==> src/design/scs_pkg.sv <==
/*
  Package for the system clock select and internal oscillator trim block:
  register addresses, field positions, reset values and cycle counts.
  Assumes one core clock domain; oscillator edges arrive as tick pulses.
*/
package scs_pkg;
  localparam logic [7:0] SCS_ADDR_SEL = 8'ha9;
  localparam logic [7:0] SCS_ADDR_CTRL = 8'hb2;
  localparam logic [7:0] SCS_ADDR_TRIM = 8'hb3;

  localparam int SCS_RDY_BIT = 7;
  localparam int SCS_DIV_LSB = 4;
  localparam int SCS_ZERO_BIT = 3;
  localparam int SCS_SRC_LSB = 0;
  localparam int SCS_SSE_BIT = 3;
  localparam int SCS_POST_LSB = 0;

  localparam logic [2:0] SCS_SRC_INT = 3'h0;
  localparam logic [2:0] SCS_SRC_EXT = 3'h1;
  localparam logic [2:0] SCS_DIV_RST = 3'h0;
  localparam logic [2:0] SCS_SRC_RST = 3'h0;
  localparam logic [1:0] SCS_POST_RST = 2'h0;
  localparam logic SCS_SSE_RST = 1'b0;

  // source cycles between divider update points
  localparam int SCS_DIV_WINDOW = 128;
  // dither: triangle period and step spacing in oscillator cycles
  localparam int SCS_TRI_PERIOD = 384;
  localparam int SCS_STEP_CYCLES = 32;
  localparam int SCS_TRI_STEPS = SCS_TRI_PERIOD / SCS_STEP_CYCLES;
  localparam int SCS_MAX_STEPS = 3;

  typedef enum logic {SCS_RUN = 1'b0, SCS_SWAP = 1'b1} scs_swap_e;
endpackage

==> src/design/scs_dither.sv <==
/*
  Spread-spectrum dither: steps the oscillator trim along a stepped
  triangle. Assumes osc_tick pulses once per raw internal oscillator cycle.
*/
module scs_dither
  import scs_pkg::*;
#(
  parameter int TRIM_PER_STEP = 1
) (
  input wire logic clock, // core clock
  input wire logic reset, // synchronous, active high
  input wire logic enable, // dither on
  input wire logic osc_tick, // one raw oscillator cycle
  input wire logic [6:0] base_trim, // software trim
  output logic [6:0] trim_out // trim to the oscillator
);
  import scs_pkg::*;

  // three steps either side must fit the trim range without wrapping the product
  if (TRIM_PER_STEP < 1 || TRIM_PER_STEP * SCS_MAX_STEPS > 63) begin : g_bad_step
    $error("scs_dither: TRIM_PER_STEP out of range");
  end

  typedef struct packed {
    logic [4:0] cyc;
    logic [3:0] phase;
    logic [6:0] trim;
  } scs_dither_s;

  scs_dither_s s_q, s_d;

  // triangle 0,1,2,3,2,1,0,-1,-2,-3,-2,-1 in steps
  function automatic logic signed [3:0] tri_level(input logic [3:0] ph);
    logic signed [4:0] p;
    p = signed'({1'b0, ph});
    if (p <= 5'sd3) begin
      tri_level = p[3:0];
    end else if (p <= 5'sd9) begin
      tri_level = 4'(5'sd6 - p);
    end else begin
      tri_level = 4'(p - 5'sd12);
    end
  endfunction

  logic signed [8:0] sum;

  always_comb begin
    s_d = s_q;
    sum = signed'({2'b00, base_trim})
        + 9'(tri_level(s_q.phase)) * signed'(9'(TRIM_PER_STEP));
    if (!enable) begin
      s_d.cyc = 5'h00;
      s_d.phase = 4'h0;
      s_d.trim = base_trim;
    end else begin
      if (osc_tick) begin
        s_d.cyc = s_q.cyc + 5'h01;
        if (s_q.cyc == 5'(SCS_STEP_CYCLES - 1)) begin
          // 12 steps of 32 make 384
          s_d.phase = (s_q.phase == 4'(SCS_TRI_STEPS - 1)) ? 4'h0 : s_q.phase + 4'h1;
        end
      end
      if (sum < 9'sd0) begin
        s_d.trim = 7'h00;
      end else if (sum > 9'sd127) begin
        s_d.trim = 7'h7f;
      end else begin
        s_d.trim = sum[6:0];
      end
    end
  end

  always_ff @(posedge clock) begin
    if (reset) begin
      s_q <= '0;
    end else begin
      s_q <= s_d;
    end
  end

  assign trim_out = s_q.trim;
endmodule

==> src/design/scs_divider.sv <==
/*
  Power-of-two divider for the selected source. New divide codes are taken
  only at the 128-cycle window boundary, so phases are never cut short.
*/
module scs_divider
  import scs_pkg::*;
(
  input wire logic clock, // core clock
  input wire logic reset, // synchronous, active high
  input wire logic src_tick, // one undivided source cycle
  input wire logic [2:0] div_code, // requested divide code
  output logic core_tick, // one divided cycle, registered
  output logic ready // requested code is in use
);
  import scs_pkg::*;

  typedef struct packed {
    logic [6:0] cnt;
    logic [2:0] applied;
    logic tick;
  } scs_div_s;

  scs_div_s s_q, s_d;
  logic [6:0] mask;

  always_comb begin
    s_d = s_q;
    s_d.tick = 1'b0;
    mask = 7'((8'h01 << s_q.applied) - 8'h01);
    if (src_tick) begin
      s_d.cnt = s_q.cnt + 7'h01;
      // one output cycle per 2^code source cycles
      s_d.tick = ((s_q.cnt & mask) == mask);
      // switch only where all ratios align
      if (s_q.cnt == 7'(SCS_DIV_WINDOW - 1)) begin
        s_d.applied = div_code;
      end
    end
  end

  always_ff @(posedge clock) begin
    if (reset) begin
      s_q <= '0;
    end else begin
      s_q <= s_d;
    end
  end

  assign core_tick = s_q.tick;
  // ready once the window boundary applied the code
  assign ready = (s_q.applied == div_code);
endmodule

==> src/design/scs_clock_ctrl.sv <==
/*
  System clock select and internal oscillator trim. Holds the clock select,
  oscillator control and trim registers on the register port, picks and
  divides the clock source and drives the dither logic.
  Assumes oscillator edges arrive as one-cycle ticks synchronous to clock,
  each oscillator slower than clock, and register accesses single-cycle.
*/
// Summary of operation
// - bit 7 of clock select reads 1 once divide setting applies
// - bits 6:4 divide the source by two to the field value
// - bit 3 of clock select reads zero; software writes zero
// - bits 2:0 pick source: 000 internal, 001 external, rest reserved
// - clock select resets to zero, internal oscillator by default
// - trim bits 6:0 set period, zeros fastest, ones slowest
// - trim loads factory value on reset
// - internal post-scaler divides by 1, 2, 4, 8; resets to 8
// - dither is a stepped triangle at oscillator frequency over 384
// - dither steps about 0.25 percent, within 0.75 percent
// - a new dither step every 32 oscillator cycles
// - divider change may take 128 source cycles; poll ready flag
// - source switch while running, after one slower-oscillator period
// - post-scaler codes 00, 01, 10 give divide by 8, 4, 2
// - spread-spectrum enable bit turns dithering on and off
module scs_clock_ctrl
  import scs_pkg::*;
#(
  parameter int TRIM_PER_STEP = 1
) (
  input wire logic clock, // core clock, 25 MHz
  input wire logic reset, // synchronous, active high
  input wire logic [7:0] sfr_addr, // register address
  input wire logic sfr_wr, // write strobe
  input wire logic sfr_rd, // read strobe
  input wire logic [7:0] sfr_wdata, // write data
  output logic [7:0] sfr_rdata, // read data, valid the cycle after sfr_rd
  input wire logic [6:0] factory_trim, // per-part trim value
  input wire logic int_osc_tick, // raw internal oscillator cycle
  input wire logic ext_osc_tick, // external oscillator cycle
  output logic [6:0] osc_period_trim, // trim to internal oscillator
  output logic core_clock, // divided system clock cycle pulse
  output logic divide_applied_flag // divide setting in use
);
  import scs_pkg::*;

  typedef struct packed {
    logic [2:0] clock_source_field;
    logic [2:0] core_clock_divider_field;
    logic [6:0] trim;
    logic [1:0] hf_osc_postscale;
    logic spread_spectrum_on;
    logic [7:0] rdata;
    scs_swap_e swap;
    logic ext_active;
    logic target_ext;
    logic seen_int;
    logic seen_ext;
    logic [2:0] post_cnt;
    logic int_tick;
    logic rdy;
  } scs_ctrl_s;

  scs_ctrl_s s_q, s_d;

  logic src_tick;
  logic div_tick;
  logic div_ready;
  logic [6:0] dith_trim;
  logic [2:0] post_mask;
  logic [7:0] sel_view;
  logic want_ext;
  logic src_legal;

  // the dither offset must stay inside the 7-bit trim range
  if (TRIM_PER_STEP < 1 || TRIM_PER_STEP * SCS_MAX_STEPS > 63) begin : g_bad_step
    $error("scs_clock_ctrl: TRIM_PER_STEP out of range");
  end

  // source to the divider; held still during a swap
  assign src_tick = (s_q.swap == SCS_RUN) &&
                    (s_q.ext_active ? ext_osc_tick : s_q.int_tick);

  scs_divider u_divider (
    .clock(clock),
    .reset(reset),
    .src_tick(src_tick),
    .div_code(s_q.core_clock_divider_field),
    .core_tick(div_tick),
    .ready(div_ready)
  );

  scs_dither #(
    .TRIM_PER_STEP(TRIM_PER_STEP)
  ) u_dither (
    .clock(clock),
    .reset(reset),
    .enable(s_q.spread_spectrum_on),
    .osc_tick(int_osc_tick),
    .base_trim(s_q.trim),
    .trim_out(dith_trim)
  );

  // ready flag on top, bit 3 fixed at zero
  assign sel_view = {s_q.rdy, s_q.core_clock_divider_field, 1'b0, s_q.clock_source_field};

  always_comb begin
    s_d = s_q;
    post_mask = 3'h0;
    want_ext = (s_q.clock_source_field == SCS_SRC_EXT);
    src_legal = (s_q.clock_source_field == SCS_SRC_INT) || want_ext;

    // register writes; reserved bits are dropped
    if (sfr_wr) begin
      if (sfr_addr == SCS_ADDR_SEL) begin
        s_d.core_clock_divider_field = sfr_wdata[SCS_DIV_LSB +: 3];
        s_d.clock_source_field = sfr_wdata[SCS_SRC_LSB +: 3];
      end else if (sfr_addr == SCS_ADDR_CTRL) begin
        s_d.spread_spectrum_on = sfr_wdata[SCS_SSE_BIT];
        s_d.hf_osc_postscale = sfr_wdata[SCS_POST_LSB +: 2];
      end else if (sfr_addr == SCS_ADDR_TRIM) begin
        s_d.trim = sfr_wdata[6:0];
      end
    end

    // flag drops on any new divide write, set by the divider
    s_d.rdy = div_ready && !(sfr_wr && sfr_addr == SCS_ADDR_SEL &&
              sfr_wdata[SCS_DIV_LSB +: 3] != s_q.core_clock_divider_field);

    if (sfr_rd) begin
      if (sfr_addr == SCS_ADDR_SEL) begin
        s_d.rdata = sel_view;
      end else if (sfr_addr == SCS_ADDR_CTRL) begin
        s_d.rdata = {4'h0, s_q.spread_spectrum_on, 1'b0, s_q.hf_osc_postscale};
      end else if (sfr_addr == SCS_ADDR_TRIM) begin
        s_d.rdata = {1'b0, s_q.trim};
      end else begin
        s_d.rdata = 8'h00;
      end
    end

    // post-scaler: 00 by 8, 01 by 4, 10 by 2, 11 by 1
    case (s_q.hf_osc_postscale)
      2'h0: post_mask = 3'h7;
      2'h1: post_mask = 3'h3;
      2'h2: post_mask = 3'h1;
      default: post_mask = 3'h0;
    endcase
    s_d.int_tick = 1'b0;
    if (int_osc_tick) begin
      s_d.post_cnt = s_q.post_cnt + 3'h1;
      s_d.int_tick = ((s_q.post_cnt & post_mask) == post_mask);
    end

    // swap waits for a full cycle of both oscillators
    case (s_q.swap)
      SCS_RUN: begin
        // reserved codes keep the running source
        if (src_legal && want_ext != s_q.ext_active) begin
          s_d.swap = SCS_SWAP;
          s_d.target_ext = want_ext;
          s_d.seen_int = 1'b0;
          s_d.seen_ext = 1'b0;
        end
      end
      default: begin
        if (s_q.int_tick) begin
          s_d.seen_int = 1'b1;
        end
        if (ext_osc_tick) begin
          s_d.seen_ext = 1'b1;
        end
        if (s_q.seen_int && s_q.seen_ext) begin
          // both clocks have completed a cycle since the swap began: clean handover
          s_d.ext_active = s_q.target_ext;
          s_d.swap = SCS_RUN;
        end
      end
    endcase
  end

  always_ff @(posedge clock) begin
    if (reset) begin
      // clock select all zero: internal oscillator
      s_q.clock_source_field <= SCS_SRC_RST;
      s_q.core_clock_divider_field <= SCS_DIV_RST;
      // per-part trim caught while reset is held
      s_q.trim <= factory_trim;
      // post-scaler back to divide by 8
      s_q.hf_osc_postscale <= SCS_POST_RST;
      s_q.spread_spectrum_on <= SCS_SSE_RST;
      s_q.rdata <= 8'h00;
      s_q.swap <= SCS_RUN;
      s_q.ext_active <= 1'b0;
      s_q.target_ext <= 1'b0;
      s_q.seen_int <= 1'b0;
      s_q.seen_ext <= 1'b0;
      s_q.post_cnt <= 3'h0;
      s_q.int_tick <= 1'b0;
      s_q.rdy <= 1'b0;
    end else begin
      s_q <= s_d;
    end
  end

  assign sfr_rdata = s_q.rdata;
  assign osc_period_trim = dith_trim;
  assign core_clock = div_tick;
  assign divide_applied_flag = s_q.rdy;
endmodule

==> config.mk <==
export PLATFORM = sky130hd
export DESIGN_NAME = scs_clock_ctrl
export DESIGN_NICKNAME = d
export VERILOG_FILES = /design/src/design/scs_pkg.sv /design/src/design/scs_dither.sv /design/src/design/scs_divider.sv /design/src/design/scs_clock_ctrl.sv
export SDC_FILE = /design/constraint.sdc
export NUM_CORES = 1
export LEC_CHECK = 0
export BUFFER_PORTS_ARGS = -buffer_cell sky130_fd_sc_hd__buf_2
export CORE_MARGIN = 2
export CORE_UTILIZATION = 60
export DETAILED_ROUTE_END_ITERATION = 8
export GPL_TIMING_DRIVEN = 0
export PLACE_DENSITY = 0.82
export SLEW_MARGIN = 20
export SYNTH_ARGS = -nofsm -noshare
export SYNTH_HDL_FRONTEND = slang
export SYNTH_HIERARCHICAL = 1
export SYNTH_SLANG_ARGS = --single-unit
export TNS_END_PERCENT = 30
==> constraint.sdc <==
create_clock -name clock -period 8.7 [get_ports clock]
set_input_delay 1.305 -clock clock [delete_from_list [all_inputs] [get_ports clock]]
set_output_delay 1.305 -clock clock [all_outputs]
set_load 0.05 [all_outputs]
== Word-level counts from Yosys, hierarchy flattened ==
Cells that the tools add are included.
Word-level totals
  register bits after elaboration: 61
  input port bits: 29
  output and inout port bits: 17
  logic and storage cells: 111
Operators by class
  $add $sub $neg: 8
  magnitude comparators: 4
  eq/ne operators: 18
  shifts and indexed selects: 1
  muxes and demuxes: 28
  bitwise operators: 7
  reductions and logical operators: 25
Operator list (count)
  7-bit two-way mux: 7
  28-bit two-way mux: 1
  8-bit == test (second input constant): 3
  10-bit two-way mux: 2
  4-bit two-way mux: 4
  8-bit two-way mux: 2
  2-bit AND reduction: 7
  8-bit by 4-bit adder with 9-bit output: 1
  9-bit by 8-bit > comparator with 1-bit output (second input constant): 1
  9-bit by 1-bit < comparator with 1-bit output (second input constant): 1
  3-bit case mux with 3 select lines: 1
  2-bit inequality test (second input constant): 4
  7-bit by 1-bit adder with 7-bit output (second input constant): 1
  7-bit AND: 1
  7-bit == test: 1
  7-bit == test (second input constant): 1
  1-bit two-way mux: 7
  1-bit by 3-bit << shifter with 7-bit output (first input constant): 1
  7-bit by 1-bit subtractor with 7-bit output (second input constant): 1
  3-bit == test: 2
  1-bit logical AND: 6
  3-bit two-way mux: 2
  2-bit nonzero test: 3
  2-bit OR reduction: 3
  other kinds (23): 28

== Longest topological paths before layout ==
Gate-level depths: netlist (run 1).
  depth in word-level cells: 8
  gate-level depth with buffers: 13
  gate-level depth less buffers: 13

== Modules after synthesis ==
The synthesis (run 1) kept the hierarchy.
By module, submodules not included
  scs_clock_ctrl: instances 1, cells each 174, area each 1646.6 um^2, sequential area each 750.7 um^2
  scs_dither: instances 1, cells each 147, area each 1302.5 um^2, sequential area each 320.3 um^2
  scs_divider: instances 1, cells each 76, area each 658.1 um^2, sequential area each 220.2 um^2

== Worst setup path after synthesis (run 1) ==
No wires, ideal clock.
  path kind: register to register
  start: register u_dither/s_q[9] (netlist name)
  end: register u_dither.s_q, in the netlist u_dither/trim_out[2]
  library setup time: 86 ps
  arrival: 3021 ps
  data required time: 8614 ps
  setup slack: 5593 ps
  stages on the path, launching flop included: 14
  buffers on the path: 0
  clock period less this slack: 3107 ps
  path through: dfxtp_1 -> inv_1 -> ha_1 -> nor2b_1 -> o21ai_4 -> mux2i_2 -> a21oi_1 -> ha_1 -> a21oi_1 -> nand2_2 -> o41ai_4 -> o211a_1 -> o21ai_1 -> a221oi_2
Between the ends
  cells in the longest elaborated chain, start to end: 8
  elaborated cells between the ends (all ways): 12
  those cells by class: add/sub (3); order compare (4); mux (5)
RTL lines
  from (decl): RTL line scs_dither.sv:30  | scs_dither_s s_q, s_d;
  from (signal assigned): RTL line scs_dither.sv:75  | s_q <= '0;
  from (signal assigned): RTL line scs_dither.sv:77  | s_q <= s_d;
  4-bit subtractor, or another cell as far along: RTL line scs_dither.sv:41  | tri_level = 4'(p - 5'sd12);
  4-bit two-way mux: RTL line scs_dither.sv:38  | end else if (p <= 5'sd9) begin
  4-bit two-way mux (*): RTL line scs_dither.sv:36  | if (p <= 5'sd3) begin
  8-bit by 4-bit adder with 9-bit output (*): RTL line scs_dither.sv:50  | + 9'(tri_level(s_q.phase)) * signed'(9'(TRIM_PER_STEP));
  9-bit by 8-bit > comparator with 1-bit output: RTL line scs_dither.sv:65  | end else if (sum > 9'sd127) begin
  7-bit two-way mux: RTL line scs_dither.sv:65
  7-bit two-way mux (*): RTL line scs_dither.sv:63  | if (sum < 9'sd0) begin
  7-bit two-way mux (*): RTL line scs_dither.sv:51  | if (!enable) begin
Mark *: on every way between the ends. The rest lies on a longest branch, timed or not.
A chain may end at the register's enable or synchronous reset.

== Worst setup path after layout (run 1) ==
  start: register u_dither/s_q[7] (netlist name)
  end: register u_dither.s_q, in the netlist u_dither/trim_out[0]
Same word-level chain as after synthesis.

==> flow_summary.toml, run 1 <==
[synthesis]
synth_edf_count = 7
ys_types = 67
synth_xor_area_share_pct = 5.342
syn_area_um2 = 3607
yosys.area_share.adder_pct = 7.839
synth.most_common_cell = "dfxtp_1"
syn-instance-count = 397
synth_warnings = 6
syn_avg_cell_area_um2 = 9.086
synth.mux.area_fraction_pct = 6.139
netlist_top_cells_count = "dfxtp_1 (54), nand2_1 (44), nor2_1 (31)"
synth_top_family_by_area = "compound AO/OA/AOI/OAI gates"
synth_flop_cell = "dfxtp_1"
synth-simple-area-share_pct = 17.90
yosysTopAreaCellShare_pct = 29.97
syn-num-nets = 448
synth_seq_cells = 61
yosysTopAreaCell = "dfxtp_1"
ys_seq_area_share_pct = 35.80
synthArstFlopShare_pct = 0
synth.top_cells.by_area = "dfxtp_1 (30%), ha_1 (7.3%), edfxtp_1 (5.8%)"
synth_compound_area_share_pct = 19.60

[clock_tree]
hold_buffers = 0
clock_latency_ns = 0.34
clockRootBuffer = "clkbuf_8"
cts_tree = "yes"
clk_path_buf_depth = 2
cts_sinks = 61
h-tree-depth = 3
numCtsBuffers = 9
cts_setup_buffers = 0
cts_resized = 0
path_clk_slew_ns = 0.07

[layout]
diodes = 0
area_growth_pct = 13.35
layout-drive-gt1-share_pct = 22.86
fin_area_um2 = 4089
fin_nets = 501
final_cells = 530

[global_route]
grtUsageTotal_pct = 26.03
grt_overflow = 0
antenna_found_initial = 0
grt_pass1_wl_um = 13170
grt_pass1_vias = 2873
grt_max_degree = 11

[setup_path]
r2r_slack_ns = 4.98
critical_path_required_ns = 8.94
r2r-start = "u_dither/s_q[7]"
startpoint_type = "flop"
slowest_stage = "a21oi_1"
worst-path-buf-inv = 1
worstSetupPathType = "flop to flop"
crit_path_end = "u_dither/trim_out[0]"
max_stage_delay_ns = 0.52
cp.depth = 13
r2r-end = "u_dither/trim_out[0]"
crit_family = "compound AO/OA/AOI/OAI gates"
crit_fanout = 6
crit_arrival_ns = 3.96
startpoint = "u_dither/s_q[7]"
crit_chain = "inv_1 -> ha_1 -> nor2b_1 -> o21ai_4 -> mux2i_2 -> a21oi_1 -> ha_1 -> a21oi_1 -> nand2_2 -> o41ai_4 -> o211a_1 -> o21ai_1 -> a221oi_1"
reg2regPathDepth = 13
endpoint_kind = "flop"

[detailed_routing]
route.detailed.drc = 0
wirelength_um = 8077
wl_per_cell_um = 15.24
drtPass1Iterations = 5
drt-initial-drc-count = 181
ant_nets = 0
vias = 3107
vias_per_cell = 5.862

[power]
p_total_uw = 585.8
vdd_drop_max_uv = 106.5
p_leak_nw = 1.778
power_density_nw_per_um2 = 143.3

[placed_design]
io_buffers = 42
post_dp_cell_area_um2 = 3911
dp_cells = 514
hpwl_um = 5954
gp_congestion = 0.8991

[flow_run]
cap_violations = 0

[floorplan]
die_w_um = 81.54
die_h_um = 81.54
core_um2 = 5851
initial_core_util_pct = 61.66
pin_count = 46
rows = 28
die_area_um2 = 6648

[sta]
min_period_over_period_pct = 42.71
rsz0062_at_grt = "false"
fin_worst_skew_ns = 0.009378
setup_viol = 0
hold_viol_final = 0
slew_headroom_pct = 58.71
timing.fmax_mhz = 269.1
tns_ns = 0
drv_slew = 0
tightest_slew_ns = 0.6136
post-route-min-period_ns = 3.716

[hold_path]
hp-class = "flop to flop"

[run_status]
status = "finished, final reports clean"
## cell usage in the layout, fill, tap and decap left out, types with 4 or more instances in the layout
cell	instances
nor2b_1	6
o31ai_1	4
o21ai_1	7
nand4_1	4
nand3_1	6
edfxtp_1	7
nor2_1	31
inv_1	14
xor2_1	15
dfxtp_1	54
xnor2_1	7
a21oi_1	22
clkbuf_8	11
mux2i_1	16
ha_1	21
nor3_1	6
nand2_1	44
a32oi_1	4
clkbuf_1	7
nand2b_1	4
a221oi_1	4
o21ai_0	25
buf_2	47
buf_4	20
o21a_1	4
## stage by stage
stage	hold slack, ns	worst slack, ns	util, %
4_1_cts	0.4632	5.010	69.89
3_3_place_gp	0.4446	5.205	66.85
6_report	0.4610	4.984	69.89
3_5_place_dp	0.4489	5.040	66.85
2_1_floorplan	0.4263	5.593	-
5_1_grt	0.4934	4.742	69.89
## final cells by class
class	count	area (um2)
multi-input cells	289	2049
repair buffers	42	210.2
clock buffers	12	155.1
well taps	75	93.84
clock inverters	4	22.52
flip-flops and latches	61	1291
inverters	14	52.55
plain buffers	33	214.0
fillers	480	1762
## sequential cells by signal, summed over array words and instances (netlist names)
signal,cells
divide_applied_flag,1
sfr_rdata,8
s_q,25
u_divider/s_q,10
u_dither/s_q,9
u_divider/core_tick,1
u_dither/trim_out,7
## per-layer routing
layer,global-route usage [%],up-vias,wire [um]
li1,-,1521,-
met5,0,-,0
met4,11.02,0,184
met3,5.934,19,445
met2,43.28,101,4001
met1,32.39,1466,3445
## worst register-to-register path: cells and delay by family (launching register included)
family	cells	cell delay, ns
multiplexers	1	0.21
buffers and inverters	1	0.13
AND/OR/NAND/NOR	2	0.32
AO/OA/AOI/OAI	7	1.92
flip-flops	1	0.48
adder cells (fa/ha/maj)	2	0.58
## worst min-delay path by stage
| stage | slack [ns] | cells after the start | start | endpoint |
|---|---|---|---|---|
| finish | 0.46 | 2 | sfr_rdata[1] | sfr_rdata[1] |
| global route | 0.49 | 2 | sfr_rdata[0] | sfr_rdata[0] |
| CTS | 0.46 | 2 | sfr_rdata[1] | sfr_rdata[1] |
| detailed placement | 0.45 | 2 | sfr_rdata[1] | sfr_rdata[1] |
| global placement | 0.44 | 2 | sfr_rdata[0] | sfr_rdata[0] |
| floorplan | 0.43 | 2 | sfr_rdata[0] | sfr_rdata[0] |
## power by group
| part | switching [mW] | internal (mW) |
|---|---|---|
| clock | 0.110 | 0.118 |
| combinational | 0.0363 | 0.0236 |
| sequential | 0.00607 | 0.292 |
| total | 0.153 | 0.433 |
## kinds of logic (layout without fill, tap and decap cells)
group / after synthesis / count (layout)
flip-flops: 61 / 61
AO/OA/AOI/OAI: 101 / 101
buffers and inverters: 47 / 105
XOR/XNOR: 22 / 22
multiplexers: 21 / 21
adder cells (fa/ha/maj): 22 / 22
AND/OR/NAND/NOR: 123 / 123
(Power assumes the default switching activity.)
==> run 2, diff against run 1 <==
--- a/config.mk
+++ b/config.mk
@@ -5,12 +5,13 @@
 export SDC_FILE = /design/constraint.sdc
 export NUM_CORES = 1
 export LEC_CHECK = 0
+export ABC_AREA = 1
 export BUFFER_PORTS_ARGS = -buffer_cell sky130_fd_sc_hd__buf_2
 export CORE_MARGIN = 2
-export CORE_UTILIZATION = 60
+export CORE_UTILIZATION = 53
 export DETAILED_ROUTE_END_ITERATION = 8
 export GPL_TIMING_DRIVEN = 0
-export PLACE_DENSITY = 0.82
+export PLACE_DENSITY = 0.77
 export SLEW_MARGIN = 20
 export SYNTH_ARGS = -nofsm -noshare
 export SYNTH_HDL_FRONTEND = slang
==> constraint.sdc (replaced) <==
create_clock -name clock -period 3.01 [get_ports clock]
set_input_delay 0.4515 -clock clock [delete_from_list [all_inputs] [get_ports clock]]
set_output_delay 0.4515 -clock clock [all_outputs]
set_load 0.05 [all_outputs]
==> run 2 against run 1 <==
Effect of this change:
- critical path type unchanged
- worst setup slack worse by 4.7 ns
- critical endpoint is now u_dither/trim_out[1]
- first-iteration DRC count is 12% lower
- via count is 13% higher
- clock skew hardly changed
- critical path depth is 1 higher
- highest routed layer unchanged
==> flow_summary.toml, run 2 <==
[hold_path]
hp-class = "primary input to flop"

[setup_path]
crit_arrival_ns = 3.02
endpoint_kind = "flop"
crit_path_end = "u_dither/trim_out[1]"
crit_fanout = 8
worstSetupPathType = "flop to flop"
startpoint = "u_dither/s_q[10]"
startpoint_type = "flop"
r2r_slack_ns = 0.27
r2r-end = "u_dither/trim_out[1]"
reg2regPathDepth = 14
critical_path_required_ns = 3.29
r2r-start = "u_dither/s_q[10]"

[synthesis]
syn-num-nets = 576
synth_edf_count = 7
synth-simple-area-share_pct = 31.91
ys_seq_area_share_pct = 34.45
yosysTopAreaCellShare_pct = 28.84
synth_top_family_by_area = "simple AND/OR/NAND/NOR gates"
synth.mux.area_fraction_pct = 0
syn-instance-count = 525
synth_xor_area_share_pct = 1.869
synth.top_cells.by_area = "dfxtp_1 (29%), nand2_1 (14%), ha_1 (7.0%)"
synthArstFlopShare_pct = 0
syn_area_um2 = 3749
synth_compound_area_share_pct = 12.65
synth.most_common_cell = "nand2_1"
synth_warnings = 6
ys_types = 42
yosysTopAreaCell = "dfxtp_1"
synth_seq_cells = 61
syn_avg_cell_area_um2 = 7.140
synth_flop_cell = "dfxtp_1"
yosys.area_share.adder_pct = 7.543
netlist_top_cells_count = "nand2_1 (139), inv_1 (58), dfxtp_1 (54)"

[detailed_routing]
drt-initial-drc-count = 159
vias = 3509
wl_per_cell_um = 12.09
vias_per_cell = 5.145
route.detailed.drc = 0
wirelength_um = 8242
drtPass1Iterations = 4
ant_nets = 0

[global_route]
grt_pass1_wl_um = 14080
grt_pass1_vias = 3256
grt_overflow = 0
grtUsageTotal_pct = 23.13
antenna_found_initial = 0
grt_max_degree = 14

[sta]
tns_ns = 0
setup_viol = 0
tightest_slew_ns = 1.045
drv_slew = 0
post-route-min-period_ns = 2.738
hold_viol_final = 0
rsz0062_at_grt = "false"
min_period_over_period_pct = 90.96
timing.fmax_mhz = 365.2
fin_worst_skew_ns = 0.009581
slew_headroom_pct = 29.57

[flow_run]
cap_violations = 0

[run_status]
status = "finished, final reports clean"

[floorplan]
die_w_um = 88.10
die_h_um = 88.10
pin_count = 46
die_area_um2 = 7762
rows = 30
initial_core_util_pct = 54.87
core_um2 = 6832

[clock_tree]
cts_sinks = 61
h-tree-depth = 3
clock_latency_ns = 0.35
numCtsBuffers = 9
clockRootBuffer = "clkbuf_8"
cts_tree = "yes"
clk_path_buf_depth = 2
path_clk_slew_ns = 0.08

[layout]
diodes = 0
final_cell_mix = "nand2_1 (137), inv_1 (58), dfxtp_1 (51)"
final_common_cell = "nand2_1"
area_growth_pct = 16.05
fin_nets = 632
largest_reg_flops = 25
nFillCells = 625
regMostFlops = "s_q"
layout-drive-gt1-share_pct = 21.67
largest_registers = "s_q x25, u_divider/s_q x10, u_dither/s_q x9"

[power]
power_density_nw_per_um2 = 420.2
p_leak_nw = 2.033
vdd_drop_max_uv = 302.5
p_total_mw = 1.828

[placed_design]
gp_congestion = 0.8933
hpwl_um = 6269
io_buffers = 44
-- run 2: cell count changes after synthesis, moves of 7 or more --
| cell | before | now |
|---|---|---|
| xor2_1 | 15 | 5 |
| inv_1 | 14 | 58 |
| a21oi_2 | 1 | 9 |
| nand3_1 | 6 | 40 |
| o21ai_1 | 7 | 0 |
| mux2i_1 | 16 | 0 |
| nand2_1 | 44 | 139 |
| a21oi_1 | 22 | 37 |
| nor2_1 | 31 | 45 |
-- run 2: kinds of logic after synthesis --
family | count (synthesis)
AND/OR/NAND/NOR | 264
flip-flops | 61
buffers and inverters | 89
XOR/XNOR | 8
AO/OA/AOI/OAI | 81
adder cells (fa/ha/maj) | 22
-- run 2: worst min path at each step --
stage	to	slack [ns]	start	cells after the start
5_1_grt	s_q[28]	0.36	sfr_wdata[4]	3
4_1_cts	s_q[33]	0.36	sfr_wdata[2]	3
3_3_place_gp	sfr_rdata[7]	0.45	divide_applied_flag	2
2_1_floorplan	u_dither/s_q[15]	0.44	u_dither/s_q[15]	2
6_report	s_q[28]	0.37	sfr_wdata[4]	3
3_5_place_dp	sfr_rdata[7]	0.45	divide_applied_flag	2
-- run 2: stage by stage --
stage / hold slack (ns) / util [%] / setup slack (ns) / area [um2] / cells
after floorplan: 0.4433 / - / 0.4788 / 3749 / 525
after global placement: 0.4533 / 59.85 / 0.1346 / 4089 / 665
after detailed placement: 0.4538 / 59.85 / 0.06657 / 4089 / 665
after CTS: 0.3572 / 62.88 / 0.05849 / 4295 / 681
after global routing: 0.3601 / 63.68 / 0.002625 / 4350 / 682
final: 0.3704 / 63.68 / 0.2720 / 4350 / 682
-- run 2: where the power goes --
part	total, mW	switching (mW)	internal [mW]	leakage [nW]
logic	0.196	0.124	0.0712	1.41
clock network	0.771	0.342	0.429	0.112
registers	0.862	0.0173	0.844	0.508
total	1.83	0.483	1.34	2.03
-- run 2: layer usage --
| layer | wire (um) | track usage, % |
|---|---|---|
| met1 | 3569 | 28.07 |
| met2 | 4084 | 39.60 |
| met3 | 416 | 5.184 |
| met4 | 172 | 9.642 |
| met5 | 0 | 0 |
-- run 2: area by class of cell --
cell class	instances	area (um2)	area share, %
clock inverters	6	57.56	1.323
flip-flops and latches	61	1300	29.88
multi-input cells	375	2062	47.40
plain buffers	25	175.2	4.026
inverters	64	259.0	5.953
well taps	96	120.1	2.761
repair buffers	45	227.7	5.234
clock buffers	10	148.9	3.422
-- run 2: what timing repair did --
item | 4_1_cts | 5_1_grt
hold buffers | 0 | 0
resized for setup | 0 | 11
setup endpoints to repair | 0 | 7
setup buffers | 0 | 1
endpoints found under the hold margin | 0 | 0
-- run 2: worst max-delay path, cell delays in order (launching register included) --
cell	delay (ns)
dfxtp_1	0.48
ha_1	0.28
nand2_2	0.11
nand2_1	0.12
nand2_1	0.07
nand3_1	0.14
nand2_4	0.12
ha_1	0.37
and3_1	0.21
nand2_1	0.06
nand3_1	0.09
nand3_2	0.11
a21oi_4	0.25
nand2_1	0.10
a21oi_2	0.14
